## config.mk

```make
export PLATFORM = sky130hd
export DESIGN_NAME = uct_counter_timer
export DESIGN_NICKNAME = d
export VERILOG_FILES = /design/src/uct_pkg.sv /design/src/uct_counter_timer.sv
export VERILOG_INCLUDE_DIRS = /design/src
export SDC_FILE = /design/constraint.sdc
export NUM_CORES = 1
export LEC_CHECK = 0
export ABC_AREA = 1
export BUFFER_PORTS_ARGS = -buffer_cell sky130_fd_sc_hd__buf_2
export CORE_MARGIN = 5
export CORE_UTILIZATION = 56
export DETAILED_ROUTE_END_ITERATION = 8
export GPL_TIMING_DRIVEN = 1
export PLACE_DENSITY = 0.91
export SYNTH_ARGS = -nofsm -noshare
export SYNTH_HDL_FRONTEND = slang
export SYNTH_HIERARCHICAL = 1
export SYNTH_SLANG_ARGS = --single-unit
```

## constraint.sdc

```tcl
create_clock -name ref_clk -period 1.8 [get_ports ref_clk]
set_input_delay 0.27 -clock ref_clk [delete_from_list [all_inputs] [get_ports ref_clk]]
set_output_delay 0.27 -clock ref_clk [all_outputs]
set_load 0.1 [all_outputs]
```

## src/uct_regs.svh

```systemverilog
// Constants of the counter/timer: mode codes, widths and reset values
`ifndef UCT_REGS_SVH
`define UCT_REGS_SVH

`define UCT_CNT_W 16
`define UCT_BYTE_W 8
`define UCT_MODE_W 3
`define UCT_PRE_W 4
`define UCT_NSRC 4
`define UCT_SRC_IP2 2'd0
`define UCT_SRC_XTAL 2'd1
`define UCT_SRC_TXA 2'd2
`define UCT_SRC_TXB 2'd3
`define UCT_MODE_TIMER_BIT 2
`define UCT_MODE_C_IP2 3'h0
`define UCT_MODE_C_TXA 3'h1
`define UCT_MODE_C_TXB 3'h2
`define UCT_MODE_C_X16 3'h3
`define UCT_MODE_T_IP2 3'h4
`define UCT_MODE_T_I16 3'h5
`define UCT_MODE_T_XTAL 3'h6
`define UCT_MODE_T_X16 3'h7
`define UCT_CNT_RST 16'h0000
`define UCT_CNT_ONE 16'h0001
`define UCT_PRE_RST 8'h00
`define UCT_PRE_MAX 4'hf
`define UCT_PRE_ZERO 4'h0

`endif

```

## src/uct_pkg.sv

```systemverilog
// Types shared by the counter/timer
package uct_pkg;

  typedef enum logic [1:0] {
    UCT_IDLE = 2'b01,
    UCT_RUN  = 2'b10
  } uct_run_e;

  typedef struct packed {
    logic we_high;
    logic we_low;
    logic [7:0] data;
  } uct_wr_s;

  typedef struct packed {
    logic start;
    logic stop;
  } uct_cmd_s;

  typedef struct packed {
    logic [7:0] high;
    logic [7:0] low;
  } uct_count_s;

endpackage

```

## src/uct_counter_timer.sv

```systemverilog
// Counter/timer: timer square wave, one-shot counter, preload bytes and commands
`timescale 1ns/100ps
`default_nettype none
`include "uct_regs.svh"

// How it works
// - Timer wave period is twice the preload value in counter-clock periods.
// - A new preload in timer mode takes effect at the next half-period.
// - Timer runs freely; start command restarts the cycle from the preload.
// - Stop in timer mode clears the ready flag, wave keeps running.
// - Timer mode sets the ready flag once per square-wave cycle.
// - Output three carries the timer wave when selected as counter output.
// - Counter mode decrements once per counter-clock pulse from the preload.
// - Counter waits for start; a start reloads from the preload unless a stop comes with it while running.
// - Counter reaching zero sets the ready flag.
// - After terminal count the counter keeps decrementing and wraps until stopped.
// - Output three stays high until terminal count, then goes low.
// - Stop halts counting, sets output three high, clears the ready flag.
// - Preload rewrites in counter mode apply only at the next start.
// - Preload is kept, so a bare start reuses the previous value.
// - Live count is readable as separate upper and lower bytes.
// - Three-bit mode field picks mode and counter clock source.
// - Preload lives in a high byte register and a low byte register.
// - Interrupt request asserts while ready flag and its mask are both one.
module uct_counter_timer (
  input wire logic ref_clk,
  input wire logic resetn,
  input wire logic general_input_two,
  input wire logic crystal_clock_in,
  input wire logic tx_a_bit_clock,
  input wire logic tx_b_bit_clock,
  input wire logic [2:0] auxiliary_control,
  input wire uct_pkg::uct_wr_s preload_wr,
  input wire uct_pkg::uct_cmd_s cmd,
  input wire logic interrupt_mask,
  input wire logic op3_select_ct,
  input wire logic op3_port_value,
  output logic interrupt_status,
  output logic interrupt_request_n,
  output uct_pkg::uct_count_s count_value,
  output logic [7:0] preload_high_byte,
  output logic [7:0] preload_low_byte,
  output logic general_output_three
);
  import uct_pkg::*;

  // Counter clock pins, each through its own synchroniser and edge detector
  logic rise_ip2;
  logic rise_xtal;
  logic rise_txa;
  logic rise_txb;
  logic ip2_16;
  logic xtal_16;
  uct_pin_edge #(
    .IDLE_LVL(1'b0)
  ) u_edge_ip2 (
    .ref_clk(ref_clk),
    .resetn(resetn),
    .pin(general_input_two),
    .rise(rise_ip2)
  );
  uct_pin_edge #(
    .IDLE_LVL(1'b0)
  ) u_edge_xtal (
    .ref_clk(ref_clk),
    .resetn(resetn),
    .pin(crystal_clock_in),
    .rise(rise_xtal)
  );
  uct_pin_edge #(
    .IDLE_LVL(1'b0)
  ) u_edge_txa (
    .ref_clk(ref_clk),
    .resetn(resetn),
    .pin(tx_a_bit_clock),
    .rise(rise_txa)
  );
  uct_pin_edge #(
    .IDLE_LVL(1'b0)
  ) u_edge_txb (
    .ref_clk(ref_clk),
    .resetn(resetn),
    .pin(tx_b_bit_clock),
    .rise(rise_txb)
  );

  // Divide-by-16 prescalers on the input-two and crystal edges
  uct_pulse_div #(
    .W(`UCT_PRE_W)
  ) u_div_ip2 (
    .ref_clk(ref_clk),
    .resetn(resetn),
    .pulse(rise_ip2),
    .pulse_out(ip2_16)
  );
  uct_pulse_div #(
    .W(`UCT_PRE_W)
  ) u_div_xtal (
    .ref_clk(ref_clk),
    .resetn(resetn),
    .pulse(rise_xtal),
    .pulse_out(xtal_16)
  );

  // Mode and clock source select
  wire timer_mode = auxiliary_control[`UCT_MODE_TIMER_BIT];
  wire sel_c_ip2 = (auxiliary_control == `UCT_MODE_C_IP2);
  wire sel_c_txa = (auxiliary_control == `UCT_MODE_C_TXA);
  wire sel_c_txb = (auxiliary_control == `UCT_MODE_C_TXB);
  wire sel_c_x16 = (auxiliary_control == `UCT_MODE_C_X16);
  wire sel_t_ip2 = (auxiliary_control == `UCT_MODE_T_IP2);
  wire sel_t_i16 = (auxiliary_control == `UCT_MODE_T_I16);
  wire sel_t_xtal = (auxiliary_control == `UCT_MODE_T_XTAL);
  wire sel_t_x16 = (auxiliary_control == `UCT_MODE_T_X16);
  wire tick = (sel_c_ip2 & rise_ip2) |
              (sel_c_txa & rise_txa) |
              (sel_c_txb & rise_txb) |
              (sel_c_x16 & xtal_16) |
              (sel_t_ip2 & rise_ip2) |
              (sel_t_i16 & ip2_16) |
              (sel_t_xtal & rise_xtal) |
              (sel_t_x16 & xtal_16);

  // Preload byte registers, kept across cycles
  logic [7:0] pre_hi_r;
  logic [7:0] pre_lo_r;
  always_ff @(posedge ref_clk or negedge resetn) begin
    if (!resetn) begin
      pre_hi_r <= `UCT_PRE_RST;
      pre_lo_r <= `UCT_PRE_RST;
    end else begin
      if (preload_wr.we_high) pre_hi_r <= preload_wr.data;
      if (preload_wr.we_low) pre_lo_r <= preload_wr.data;
    end
  end
  wire [`UCT_CNT_W-1:0] preload = {pre_hi_r, pre_lo_r};

  // Counting core
  logic [`UCT_CNT_W-1:0] cnt_r;
  logic [`UCT_CNT_W-1:0] cnt_nxt;
  uct_run_e run_r;
  uct_run_e run_nxt;
  logic wave_r;
  logic wave_nxt;
  logic tc_r;
  logic tc_nxt;
  logic ready_r;
  logic ready_set;

  wire at_edge = (cnt_r == `UCT_CNT_ONE) || (cnt_r == `UCT_CNT_RST);
  wire [`UCT_CNT_W-1:0] cnt_dec = cnt_r - `UCT_CNT_ONE;

  always_comb begin
    cnt_nxt = cnt_r;
    run_nxt = run_r;
    wave_nxt = wave_r;
    tc_nxt = tc_r;
    ready_set = 1'b0;
    if (timer_mode) begin
      run_nxt = UCT_IDLE;
      tc_nxt = 1'b0;
      if (cmd.start) begin
        cnt_nxt = preload;
        wave_nxt = 1'b1;
      end else if (tick) begin
        if (at_edge) begin
          // Reload only at the half-period boundary so a rewrite waits its turn
          cnt_nxt = preload;
          wave_nxt = ~wave_r;
          ready_set = wave_r;
        end else begin
          cnt_nxt = cnt_dec;
        end
      end
    end else begin
      wave_nxt = 1'b1;
      case (run_r)
        UCT_IDLE: begin
          if (cmd.start) begin
            cnt_nxt = preload;
            run_nxt = UCT_RUN;
            tc_nxt = 1'b0;
          end
        end
        UCT_RUN: begin
          if (cmd.stop) begin
            run_nxt = UCT_IDLE;
            tc_nxt = 1'b0;
          end else if (cmd.start) begin
            cnt_nxt = preload;
            tc_nxt = 1'b0;
          end else if (tick) begin
            cnt_nxt = cnt_dec;
            if (cnt_r == `UCT_CNT_ONE) begin
              tc_nxt = 1'b1;
              ready_set = 1'b1;
            end
          end
        end
        default: run_nxt = UCT_IDLE;
      endcase
    end
  end

  // Set beats a stop landing in the same cycle; only timer mode can set while a stop lands
  wire ready_nxt = ready_set | (ready_r & ~cmd.stop);

  always_ff @(posedge ref_clk or negedge resetn) begin
    if (!resetn) begin
      cnt_r <= `UCT_CNT_RST;
      run_r <= UCT_IDLE;
      wave_r <= 1'b1;
      tc_r <= 1'b0;
      ready_r <= 1'b0;
    end else begin
      cnt_r <= cnt_nxt;
      run_r <= run_nxt;
      wave_r <= wave_nxt;
      tc_r <= tc_nxt;
      ready_r <= ready_nxt;
    end
  end

  // Output three: timer wave, or high until terminal count in counter mode
  logic op3_r;
  wire ct_out = timer_mode ? wave_r : ~tc_r;
  wire op3_nxt = op3_select_ct ? ct_out : op3_port_value;
  always_ff @(posedge ref_clk or negedge resetn) begin
    if (!resetn) begin
      op3_r <= 1'b1;
    end else begin
      op3_r <= op3_nxt;
    end
  end

  assign general_output_three = op3_r;
  assign interrupt_status = ready_r;
  assign interrupt_request_n = ~(ready_r & interrupt_mask);
  // Halves are live; a borrow may fall between two reads unless stopped first
  assign count_value.high = cnt_r[15:8];
  assign count_value.low = cnt_r[7:0];
  assign preload_high_byte = pre_hi_r;
  assign preload_low_byte = pre_lo_r;

endmodule // uct_counter_timer

// Two-flop synchroniser with a rising-edge detector on the second flop
module uct_pin_edge #(
  // Resetting to the pin's idle level keeps a false edge from following reset
  parameter logic IDLE_LVL = 1'b0
) (
  input wire logic ref_clk,
  input wire logic resetn,
  input wire logic pin,
  output logic rise
);
  import uct_pkg::*;
  logic meta_r;
  logic sync_r;
  logic last_r;
  always_ff @(posedge ref_clk or negedge resetn) begin
    if (!resetn) begin
      meta_r <= IDLE_LVL;
      sync_r <= IDLE_LVL;
      last_r <= IDLE_LVL;
    end else begin
      meta_r <= pin;
      sync_r <= meta_r;
      last_r <= sync_r;
    end
  end
  // Nothing but the second flop reads the first
  assign rise = sync_r & ~last_r;
endmodule // uct_pin_edge

// Passes every sixteenth one-cycle pulse of a synchronised edge train
module uct_pulse_div #(
  parameter int W = `UCT_PRE_W
) (
  input wire logic ref_clk,
  input wire logic resetn,
  input wire logic pulse,
  output logic pulse_out
);
  import uct_pkg::*;
  logic [W-1:0] div_r;
  logic [W-1:0] div_nxt;
  assign div_nxt = div_r + {{(W-1){1'b0}}, pulse};
  always_ff @(posedge ref_clk or negedge resetn) begin
    if (!resetn) begin
      div_r <= `UCT_PRE_ZERO;
    end else begin
      div_r <= div_nxt;
    end
  end
  // The output is the input pulse itself, so it keeps its one-cycle width
  assign pulse_out = pulse && (div_r == `UCT_PRE_MAX);
endmodule // uct_pulse_div
`default_nettype wire

```

# [Word level (Yosys, flattened, before mapping)]
# Cells that the tools add are included.
[classes] add_sub_neg=3 n_eq_ne=20 muxes=35 bitwise_logic=30 reduce_logical=10
[op_table] operator="$mux 16" count=8
[op_table] operator="$pmux 16 s2" count=1
[op_table] operator="$mux 1" count=21
[op_table] operator="$eq 16x1->1 const B" count=1
[op_table] operator="$logic_not 16->1" count=1
[op_table] operator="$sub 16x1->16 const B" count=1
[op_table] operator="$and 1x1->1" count=14
[op_table] operator="$eq 3x3->1 const B" count=4
[op_table] operator="$ne 3x3->1 const B" count=4
[op_table] operator="$ne 5x5->1 const B" count=2
[op_table] operator="$add 4x1->4" count=2
[op_table] operator="$eq 4x4->1 const B" count=2
[op_table] operator="$not 1->1" count=8
[op_table] operator="$or 1x1->1" count=8
[op_table] operator="$eq 3x2->1 const B" count=2
[op_table] operator="$mux 2" count=3
[op_table] operator="$ne 3x1->1 const B" count=2
[op_table] operator="$reduce_and 5->1" count=1
[op_table] operator="$pmux 2 s2" count=1
[op_table] operator="$reduce_and 2->1" count=2
[op_table] operator="$reduce_and 4->1" count=1
[op_table] operator="$eq 3x1->1 const B" count=1
[op_table] operator="$logic_not 3->1" count=1
[op_table] operator="$reduce_bool 3->1" count=1
[op_table] operator="other kinds (5)" count=6
[totals] ff_bits=58 in_bits=24 out_inout_bits=35 wordCells=120

# [Depth between registers and ports, before layout]
# Gate-level depths: netlist of the first run.
[depth] ltp_word=16 mapped_depth=15 ltp_nobuf=14

# [Hierarchy]
# The synthesis of the first run kept the hierarchy.
[by_module_without_submodules] mod="uct_counter_timer" n_inst=1 cells_each=390 area_per_inst_um2=2641.3
[by_module_without_submodules] mod="uct_pin_edge" n_inst=4 cells_each=5 area_per_inst_um2=85.1
[by_module_without_submodules] mod="uct_pulse_div" n_inst=2 cells_each=15 area_per_inst_um2=168.9

# [Worst setup path before layout of the first run]
# OpenSTA, ideal clock, no wires.
[synth_path] path_kind="reg2reg" from="register cnt_r[0], in the netlist count_value[0]" to="register cnt_r[13], in the netlist count_value[13]" arrival_time_ps=2196 path_slack_ps=-471 path_stages_with_launch=11 path_buffers=1 synth_period_minus_slack_ps=2271 path_cell_list="dfrtp_1 > inv_1 > ha_1 > nand2_4 > a21oi_4 > nand2_4 > nand2_4 > buf_6 > nand2_1 > nand3_1 > a21oi_2"
[synth_between] elab_chain_len=6
[synth_rtl] element="start, declared" line="uct_counter_timer.sv:139" text="logic [`UCT_CNT_W-1:0] cnt_r;"
[synth_rtl] element="start signal, assigned" line="uct_counter_timer.sv:210" text="cnt_r <= `UCT_CNT_RST;"
[synth_rtl] element="start signal, assigned" line="uct_counter_timer.sv:216" text="cnt_r <= cnt_nxt;"
[synth_rtl] element="$sub 16x1->16 (no line), or another cell as far along"
[synth_rtl] element="$mux 16 / $logic_or 1x1->1 (equally long branches)" line="uct_counter_timer.sv:192, uct_counter_timer.sv:150"
[synth_rtl] element="$mux 16, on equally long branches" line="uct_counter_timer.sv:189, uct_counter_timer.sv:166"
[synth_rtl] element="$mux 16, on equally long branches" line="uct_counter_timer.sv:186, uct_counter_timer.sv:165"
[synth_rtl] element="$pmux 16 s2 / $mux 16 (equally long branches)" line="uct_counter_timer.sv:177, uct_counter_timer.sv:162"
[synth_rtl] element="$mux 16 (*)" line="uct_counter_timer.sv:159" text="if (timer_mode) begin"
# Mark *: on every way between the ends. The rest lies on a longest branch, timed or not. The select of a mux whose other input is x is not followed.
# A chain may end at the register's enable or synchronous reset.

# [Worst setup path in the final report of the first run]
[layout_path] from="register u_edge_ip2.sync_r" to="register cnt_r[4], in the netlist count_value[4]"
[layout_lines] element="start, declared" line="uct_counter_timer.sv:259" text="logic sync_r;"
[layout_lines] element="start signal, assigned" line="uct_counter_timer.sv:268" text="sync_r <= meta_r;"
[layout_lines] element="$and 1x1->1 (*)" line="uct_counter_timer.sv:273" text="assign rise = sync_r & ~last_r;"
[layout_lines] element="named net rise_ip2" line="uct_counter_timer.sv:48" text="logic rise_ip2;"
[layout_lines] element="$logic_and 1x1->1 (*)" line="uct_counter_timer.sv:297" text="assign pulse_out = pulse && (div_r == `UCT_PRE_MAX);"
[layout_lines] element="named net ip2_16" line="uct_counter_timer.sv:52" text="logic ip2_16;"
[layout_lines] element="$and 1x1->1 (*)" line="uct_counter_timer.sv:120" text="(sel_t_i16 & ip2_16) |"
[layout_lines] element="$or 1x1->1 (*)" line="uct_counter_timer.sv:119" text="(sel_t_ip2 & rise_ip2) |"
[layout_lines] element="$or 1x1->1 (*)" line="uct_counter_timer.sv:120"
[layout_lines] element="$or 1x1->1 (*)" line="uct_counter_timer.sv:121" text="(sel_t_xtal & rise_xtal) |"
[layout_lines] element="$ne 3x3->1 (no line) / $ne 3x1->1 (equally long branches)"
[layout_lines] element="$reduce_and 5->1 (no line) (*)"
# Mark *: on every way through the listed nets, which the timed path passes. The rest lies on a longest branch.

==> impl_metrics.ini, run 1 <==
[power]
p_leak_nw = 2.076
power_density_nw_per_um2 = 1376
vdd_drop_max_mv = 0.8896

[routing]
drtPass1Iterations = 7
vias_per_cell = 6.452
routedWlPerCell_um = 19.81
routed_wl_mm = 11.88
drt.antenna.violating_nets = 0
dr_total_vias = 3871
drt-initial-drc-count = 840
drc = 0

[setup_path]
path_delay_family = simple AND/OR/NAND/NOR gates
rrSetupSlack_ns = -0.18
critical_path.endpoint = count_value[4]$_DFFE_PN0P_
setup.worst_path.end_class = flip-flop
reg2reg_depth = 14
crit_path_cell_trace = inv_1 > nor2_2 > nand3_1 > nor2_1 > inv_1 > nand2_1 > nand3_1 > nand2_1 > nand2_2 > nand3_2 > nand2_4 > inv_6 > nor2_1 > a21oi_1
path_class = flip-flop to flip-flop
r2r-start = u_edge_ip2/sync_r$_DFF_PN0_
critPathBufInv = 3
crit_path_start = u_edge_ip2/sync_r$_DFF_PN0_
crit_cells = 14
startpoint_type = flip-flop
critical_path.slowest_cell = dfrtp_1
arrival_ns = 2.20
crit_required_ns = 2.03
cpPeakStageDelay_ns = 0.35
path_max_fanout = 16
r2r_end = count_value[4]$_DFFE_PN0P_

[yosys]
synth_area_per_cell_um2 = 7.544
synth_top_area_cell = dfrtp_1
netlist_area_um2 = 3319
synth_nets = 470
synth-seq-cells = 58
yosys-top-cells-area = dfrtp_1, nand2_1, a21oi_1, nand3_1, inv_1
yosys.cell_types.count = 29
synthCells = 440
ys_seq_area_share_pct = 43.84
synth_top_area_share_pct = 41.46
yosys_warnings = 6

[placed_design]
place_inst = 568
place_area_um2 = 3726
hpwl_mm = 6.516
port_buffers = 58
gp_congestion = 0.9374

[die]
dieArea_um2 = 7567
dieWidth_um = 86.99
start_util_pct = 56.74
die_y_um = 86.99
core_um2 = 5851
rows = 28
boundaryPins = 59

[global_route]
grt_overflow_total = 0
grt_pass1_vias = 3428
grt_pass1_wl_mm = 15.89
grt_start_max_net_pins = 43
antenna_found_initial = 0
grt_usage_pct = 27.06

[sta]
fmax_mhz = 505.9
finalHoldViolations = 0
tightest_slew_ns = 0.6036
skew_ns = 0.007501
fin_ws_ns = -0.1766
post-route-period-util_pct = 109.8
whs_ns = 0.03339
rsz0062_at_grt = true
min_period_ns = 1.977
slew_viol_final = 0
finalSetupTns_ns = -0.8765
relSlewSlack_pct = 59.72
setup_violations = 16

[finish]
n_fill_cell = 361
area_growth_pct = 30.68
final_cell_mix = nand2_1, buf_2, inv_1, nand3_1, nor2_1
mostFrequentLayoutCell = nand2_1
multiInputGateArea_um2 = 1795
nets = 550
final_cells = 600
seqCellArea_um2 = 1480
n_antenna_cell = 0
final_util_pct = 74.14
final_layout_size_suffix_gt1_share_pct = 32.95
finish.instance_area_um2 = 4338

[clocking]
insertion_delay_ns = 0.34
cts_buffer_depth = 2
root_buffer = clkbuf_8
clock_sinks = 58
path_clk_slew_ns = 0.06
htree_levels = 3
cts_tree = yes
cts_buffers = 9

[outcome]
violations = negative setup slack
status = finished, violations left

[hold_path]
hold_class = input pin to flip-flop

[job]
cap_violations = 0
## worst min-delay path by stage
stage / to / slack (ns) / cells past startpoint / from
after floorplan: count_value[10]$_DFFE_PN0P_ / -0.03 / 0 / resetn
after global placement: u_edge_ip2/meta_r$_DFF_PN0_ / 0.22 / 1 / resetn
after detailed placement: u_edge_ip2/meta_r$_DFF_PN0_ / 0.23 / 1 / resetn
after CTS: u_edge_ip2/meta_r$_DFF_PN0_ / 0.03 / 1 / general_input_two
after global routing: u_edge_txa/meta_r$_DFF_PN0_ / 0.03 / 1 / tx_a_bit_clock
final: u_edge_ip2/meta_r$_DFF_PN0_ / 0.03 / 1 / general_input_two
## per-layer routing
metal / GRT usage, % / part of all wire (%)
met5: 0 / 0
met4: 12.32 / 8.2
met3: 8.515 / 14
met2: 42.44 / 43
met1: 34.13 / 35
## registers in the layout (all words and copies together) (netlist names), 2 cells and up
signal and flops:
count_value 16, preload_high_byte 8, preload_low_byte 8, u_div_ip2/div_r 4, u_div_xtal/div_r 4, run_r 2
## synthesized netlist by cell type, drive strengths merged
library cell	instances
nor2	56
xor2	4
o22ai	1
o21ai	24
buf	9
clkbuf	4
ha	6
or2	2
xnor2	1
dfstp	3
nand3b	3
inv	56
nand4	10
a21oi	55
nand3	47
nand2	101
o21a	1
nor3	2
dfrtp	55
## cell type report
| cell class | count | area share [%] |
|---|---|---|
| multi-input cells | 315 | 41.39 |
| flip-flops and latches | 58 | 34.12 |
| repair buffers | 80 | 11.83 |
| inverters | 56 | 5.105 |
| clock buffers | 11 | 3.029 |
| clock inverters | 5 | 2.365 |
| well taps | 75 | 2.163 |
## cell families (layout without fill, tap and decap cells)
| logic type | Yosys count | in the layout | share of synthesized area, % |
|---|---|---|---|
| and+or+nand+nor | 221 | 223 | 30.49 |
| AOI/OAI and AO/OA | 81 | 81 | 12.89 |
| buffers and inverters | 69 | 152 | 9.196 |
| DFF | 58 | 58 | 43.84 |
| adders and majority gates | 6 | 6 | 2.262 |
| xor gates and xnor gates | 5 | 5 | 1.319 |
## metrics by stage
step	setup slack, ns	power (mW)
final	-0.1766	5.968
after global routing	-0.2994	6.172
after CTS	0.007044	5.634
after detailed placement	0.02572	4.157
after global placement	0.08734	4.079
after floorplan	0.02503	3.644
## where the power goes
part	switching (mW)	internal [mW]
sequential	0.335	1.59
clock	0.521	0.918
combinational	1.98	0.620
total	2.84	3.13
## timing repair
item                       CTS  global route
gates cloned                 0             3
hold buffers                 1             0
pin swaps                    1            16
setup endpoints to repair    3            18
buffers inserted             2            10
gates resized for setup      1            48
hold endpoints to repair    13             0
Power figures use the tool's default switching activity.
==> run 2, diff against run 1 <==
--- a/config.mk
+++ b/config.mk
@@ -6,13 +6,13 @@
 export SDC_FILE = /design/constraint.sdc
 export NUM_CORES = 1
 export LEC_CHECK = 0
-export ABC_AREA = 1
 export BUFFER_PORTS_ARGS = -buffer_cell sky130_fd_sc_hd__buf_2
 export CORE_MARGIN = 5
-export CORE_UTILIZATION = 56
+export CORE_UTILIZATION = 54
 export DETAILED_ROUTE_END_ITERATION = 8
 export GPL_TIMING_DRIVEN = 1
-export PLACE_DENSITY = 0.91
+export PLACE_DENSITY = 0.9
+export SETUP_SLACK_MARGIN = 0.1
 export SYNTH_ARGS = -nofsm -noshare
 export SYNTH_HDL_FRONTEND = slang
 export SYNTH_HIERARCHICAL = 1
==> impl_metrics.ini, run 2 <==
[finish]
n_antenna_cell = 0
largest_register_ff_count = 16
final_util_pct = 76.56
nets = 376
area_growth_pct = 37.79
mostFrequentLayoutCell = buf_2
final_layout_size_suffix_gt1_share_pct = 55.56
final_cell_mix = buf_2, buf_4, dfrtp_1, mux2_2, nor2_1

[yosys]
synth_most_common_cell = dfrtp_1
synth-edff-count = 0
netlist_area_um2 = 2838
yosys-top-cells-area = dfrtp_1, mux2_2, mux2i_1, o2bb2ai_1, o21ai_0
synth_nets = 267
yosys.cell_types.count = 48
synthFlopType = dfrtp_1
yosys.area_share.simple_pct = 15.21
synth-compound-area-share_pct = 12.35
synthCells = 237
yosys.area_share.adder_pct = 2.646
synth_area_per_cell_um2 = 11.97
synth_top_area_share_pct = 48.50
yosys_warnings = 6
synth_top_family_by_area = simple AND/OR/NAND/NOR gates
ys_seq_area_share_pct = 51.28
synth-xor-area-share_pct = 1.543
synth.area.mux_share_pct = 12.48
ys_async_sr_fraction_pct = 100.0
synth-seq-cells = 58
synthTopCellsByCount = dfrtp_1, o21ai_0, mux2_2, nor2_1, mux2i_1
synth_top_area_cell = dfrtp_1

[global_route]
grt_start_max_net_pins = 26
grt_usage_pct = 26.69
grt_pass1_wl_mm = 13.06
grt_pass1_vias = 2594
antenna_found_initial = 0
grt_overflow_total = 0

[outcome]
status = finished, violations left
violations = negative setup slack

[sta]
relSlewSlack_pct = 66.31
tightest_slew_ns = 0.5088
fin_ws_ns = -0.3786
post-route-period-util_pct = 121.0
rsz0062_at_grt = true
fmax_mhz = 459.0
setup_violations = 19
slew_viol_final = 0
finalHoldViolations = 0
finalSetupTns_ns = -6.201
skew_ns = 0.007371
min_period_ns = 2.179

[routing]
dr_total_vias = 2615
drt.antenna.violating_nets = 0
drtPass1Iterations = 6
drc = 0
drt-initial-drc-count = 362
routed_wl_mm = 8.955
routedWlPerCell_um = 21.27
vias_per_cell = 6.211

[clocking]
clock_sinks = 58
root_buffer = clkbuf_8
cts_tree = yes
htree_levels = 3
cts_buffer_depth = 2
insertion_delay_ns = 0.34
cts_buffers = 9
path_clk_slew_ns = 0.07

[power]
power.total_mw = 5.184
power_density_nw_per_um2 = 1326
vdd_drop_max_mv = 0.8816
p_leak_nw = 1.831

[hold_path]
hold_class = input pin to flip-flop

[setup_path]
critPathBufInv = 1
startpoint_type = flip-flop
arrival_ns = 2.45
critical_path.slowest_cell = mux4_2
path_class = flip-flop to flip-flop
path_delay_family = multiplexers
setup.worst_path.end_class = flip-flop
crit_path_cell_trace = nor2b_4 > nand3_2 > nor2_2 > mux2_4 > mux4_2 > o32a_1 > buf_6 > o21ai_0 > a22o_1
cpPeakStageDelay_ns = 0.52
crit_required_ns = 2.07
path_max_fanout = 6

[job]
cap_violations = 0

[die]
dieWidth_um = 82.49
rows = 26
dieArea_um2 = 6805
core_um2 = 5107
die_y_um = 82.49
boundaryPins = 59
start_util_pct = 55.56

[placed_design]
gp_congestion = 0.8698
pre_cts_slack_ns = -0.3869
hpwl_mm = 5.007
port_buffers = 58
run 2: metal layers:
metal / vias to the layer above / share of wire (%) / global-route usage (%) / wire [um]
li1: 1083 / - / - / -
met1: 1232 / 37 / 32.20 / 3272
met2: 230 / 47 / 42.23 / 4170
met3: 70 / 9.7 / 5.748 / 873
met4: 0 / 7.1 / 19.12 / 639
met5: - / 0 / 0 / 0
run 2: where the power goes:
group	switching, mW	total [mW]	internal, mW
clock	0.537	1.17	0.635
sequential	0.201	1.76	1.56
combinational	1.56	2.25	0.683
total	2.30	5.18	2.88
run 2: final cells by class:
| class | count | area, um^2 |
|---|---|---|
| Timing Repair Buffer | 112 | 784.5 |
| Sequential cell | 58 | 1486 |
| Tap cell | 70 | 87.58 |
| Inverter | 7 | 26.28 |
| Clock inverter | 5 | 55.05 |
| Multi-Input combinational cell | 158 | 1339 |
| Clock buffer | 11 | 131.4 |
| Fill cell | 294 | 1197 |
run 2: worst register-to-register path, cell delays in order, from the launching register on:
cell and delay (ns):
dfrtp_1 0.38, nor2b_4 0.14, nand3_2 0.07, nor2_2 0.04, mux2_4 0.25, mux4_2 0.52, o32a_1 0.27, buf_6 0.17
o21ai_0 0.09, a22o_1 0.18
run 2: what timing repair did:
item                                    CTS  global route
endpoints found under the setup margin   19            19
hold buffers                              1             0
pin swaps                                11             5
cloned                                    2             1
setup buffers                             8             1
gates resized for setup                  14            22
hold endpoints to repair                 16             0
run 2: final timing paths:
kind / cells past startpoint / startpoint / slack (ns) / end
max: 9 / u_edge_ip2/sync_r$_DFF_PN0_ / -0.38 / count_value[3]$_DFFE_PN0P_
min: 1 / crystal_clock_in / 0.04 / u_edge_xtal/meta_r$_DFF_PN0_
max reg2reg: 9 / u_edge_ip2/sync_r$_DFF_PN0_ / -0.38 / count_value[3]$_DFFE_PN0P_
min reg2reg: 0 / u_edge_ip2/meta_r$_DFF_PN0_ / 0.34 / u_edge_ip2/sync_r$_DFF_PN0_
max in group asynchronous: 3 / resetn / 0.74 / wave_r$_DFFE_PN1P_
min in group asynchronous: 2 / resetn / 0.41 / u_div_xtal/div_r[3]$_DFF_PN0_
run 2: cells by family after synthesis:
logic type,count (synthesis)
flip-flops,58
AO/OA/AOI/OAI,47
AND/OR/NAND/NOR,68
buffers and inverters,21
adder cells (fa/ha/maj),6
multiplexers,32
XOR/XNOR,5
run 2: per-stage QoR:
stage | instance area (um^2) | std cells | hold WS, ns
2_1_floorplan | 2895 | 237 | -0.02559
3_3_place_gp | 3506 | 393 | 0.2207
3_5_place_dp | 3506 | 393 | 0.2265
4_1_cts | 3845 | 420 | 0.03222
5_1_grt | 3910 | 421 | 0.02843
6_report | 3910 | 421 | 0.03534
==> run 3, diff against run 2 <==
--- a/config.mk
+++ b/config.mk
@@ -10,10 +10,10 @@
 export CORE_MARGIN = 5
 export CORE_UTILIZATION = 54
 export DETAILED_ROUTE_END_ITERATION = 8
-export GPL_TIMING_DRIVEN = 1
 export PLACE_DENSITY = 0.9
 export SETUP_SLACK_MARGIN = 0.1
 export SYNTH_ARGS = -nofsm -noshare
 export SYNTH_HDL_FRONTEND = slang
 export SYNTH_HIERARCHICAL = 1
 export SYNTH_SLANG_ARGS = --single-unit
+export TNS_END_PERCENT = 1
==> impl_metrics.ini, run 3 (synthesis results as in run 2) <==
[clocking]
cts_buffer_depth = 2
root_buffer = clkbuf_8
cts_tree = yes
htree_levels = 3
clock_sinks = 58
insertion_delay_ns = 0.35
cts_buffers = 9
path_clk_slew_ns = 0.06

[finish]
final_layout_size_suffix_gt1_share_pct = 52.60
largest_register_ff_count = 16
nets = 371
final_cell_mix = buf_2, buf_4, dfrtp_1, nor2_1, mux2_2
area_growth_pct = 35.36
n_antenna_cell = 0
mostFrequentLayoutCell = buf_2

[setup_path]
reg2reg_depth = 8
critical_path.slowest_cell = mux4_2
path_max_fanout = 20
path_class = flip-flop to flip-flop
startpoint_type = flip-flop
cpPeakStageDelay_ns = 0.53
setup.worst_path.end_class = flip-flop
path_delay_family = multiplexers
rrSetupSlack_ns = -0.34
crit_cells = 8
arrival_ns = 2.38
critPathBufInv = 1
r2r_end = count_value[9]$_DFFE_PN0P_
crit_required_ns = 2.03
crit_path_cell_trace = nor2b_4 > nand3_2 > nor2_2 > mux2_4 > mux4_2 > o32a_1 > buf_12 > a22o_1
r2r-start = u_edge_ip2/sync_r$_DFF_PN0_

[sta]
setup_violations = 19
post-route-period-util_pct = 119.1
relSlewSlack_pct = 66.38
fmax_mhz = 466.5
finalHoldViolations = 0
slew_viol_final = 0
tightest_slew_ns = 0.5078
rsz0062_at_grt = true
whs_ns = 0.03127
min_period_ns = 2.144
fin_ws_ns = -0.3436
skew_ns = 0.007782

[routing]
drc = 0
drt-initial-drc-count = 261
routedWlPerCell_um = 18.42
dr_total_vias = 2400
drt.antenna.violating_nets = 0
routed_wl_mm = 7.661
vias_per_cell = 5.769
drtPass1Iterations = 4

[global_route]
antenna_found_initial = 0
grt_usage_pct = 24.13
grt_pass1_vias = 2386
grt_overflow_total = 0
grt_start_max_net_pins = 41
grt_pass1_wl_mm = 11.90

[die]
dieWidth_um = 82.49
core_um2 = 5107
start_util_pct = 55.56
rows = 26
dieArea_um2 = 6805
die_y_um = 82.49
boundaryPins = 59

[placed_design]
gp_congestion = 0.8841
hpwl_mm = 5.361
pre_cts_slack_ns = -0.3347
port_buffers = 58

[hold_path]
hold_class = input pin to flip-flop
whs_path_depth = 1
whs_endpoint = u_edge_xtal/meta_r$_DFF_PN0_
worstHoldStart = crystal_clock_in

[outcome]
violations = negative setup slack
status = finished, violations left

[power]
power_density_nw_per_um2 = 1394
vdd_drop_max_mv = 0.8507
p_leak_nw = 1.813

[job]
cap_violations = 0
==> run 3: per-layer routing <==
| metal | track usage, % | routed length (um) | share of wire, % | vias up |
|---|---|---|---|---|
| li1 | - | - | - | 1083 |
| met1 | 31.61 | 3142 | 41 | 1181 |
| met2 | 38.14 | 3813 | 50 | 117 |
| met3 | 5.206 | 460 | 6.0 | 19 |
| met4 | 11.60 | 245 | 3.2 | 0 |
| met5 | 0 | 0 | 0 | - |
==> run 3: repair_timing <==
| item | CTS | global route |
|---|---|---|
| hold endpoints to repair | 7 | 0 |
| resized for setup | 4 | 12 |
| hold buffers | 1 | 0 |
| setup endpoints to repair | 19 | 19 |
| pin swaps | 6 | 8 |
| setup buffers | 1 | 0 |
==> run 3: worst max-delay path by stage <==
stage / slack [ns] / end / startpoint
global placement: -0.31 / count_value[3]$_DFFE_PN0P_ / count_value[10]$_DFFE_PN0P_
global route: -0.39 / count_value[4]$_DFFE_PN0P_ / u_edge_ip2/sync_r$_DFF_PN0_
CTS: -0.32 / count_value[9]$_DFFE_PN0P_ / u_edge_ip2/sync_r$_DFF_PN0_
floorplan: -0.53 / count_value[9]$_DFFE_PN0P_ / count_value[10]$_DFFE_PN0P_
detailed placement: -0.33 / count_value[9]$_DFFE_PN0P_ / u_edge_ip2/sync_r$_DFF_PN0_
finish: -0.34 / count_value[9]$_DFFE_PN0P_ / u_edge_ip2/sync_r$_DFF_PN0_
==> run 3: worst reg2reg max path: cells and delay by family (launching register included) <==
family,cells,cell delay [ns]
DFF,1,0.38
muxes,2,0.78
and+or+nand+nor,3,0.25
buffers and inverters,1,0.17
AOI/OAI and AO/OA,2,0.46
==> run 3: cell type report <==
class	count	area, um^2
multi-input cells	158	1313
fillers	316	1266
clock inverters	6	105.1
repair buffers	107	696.9
well taps	70	87.58
clock buffers	10	127.6
inverters	7	26.28
flip-flops and latches	58	1485
==> run 3: report_power, final <==
group	internal, mW	total [mW]	switching, mW
logic	0.666	2.15	1.49
registers	1.56	1.77	0.201
clock network	0.912	1.44	0.524
==> run 3: metrics by stage <==
stage / power [mW] / instances / TNS, ns / cell area, um^2 / utilization [%]
2_1_floorplan: 3.200 / 237 / -8.480 / 2892 / -
3_3_place_gp: 3.789 / 398 / -4.296 / 3540 / 69.30
3_5_place_dp: 3.864 / 398 / -5.198 / 3540 / 69.30
4_1_cts: 5.307 / 416 / -5.136 / 3805 / 74.50
5_1_grt: 5.562 / 416 / -6.228 / 3841 / 75.21
6_report: 5.356 / 416 / -5.348 / 3841 / 75.21
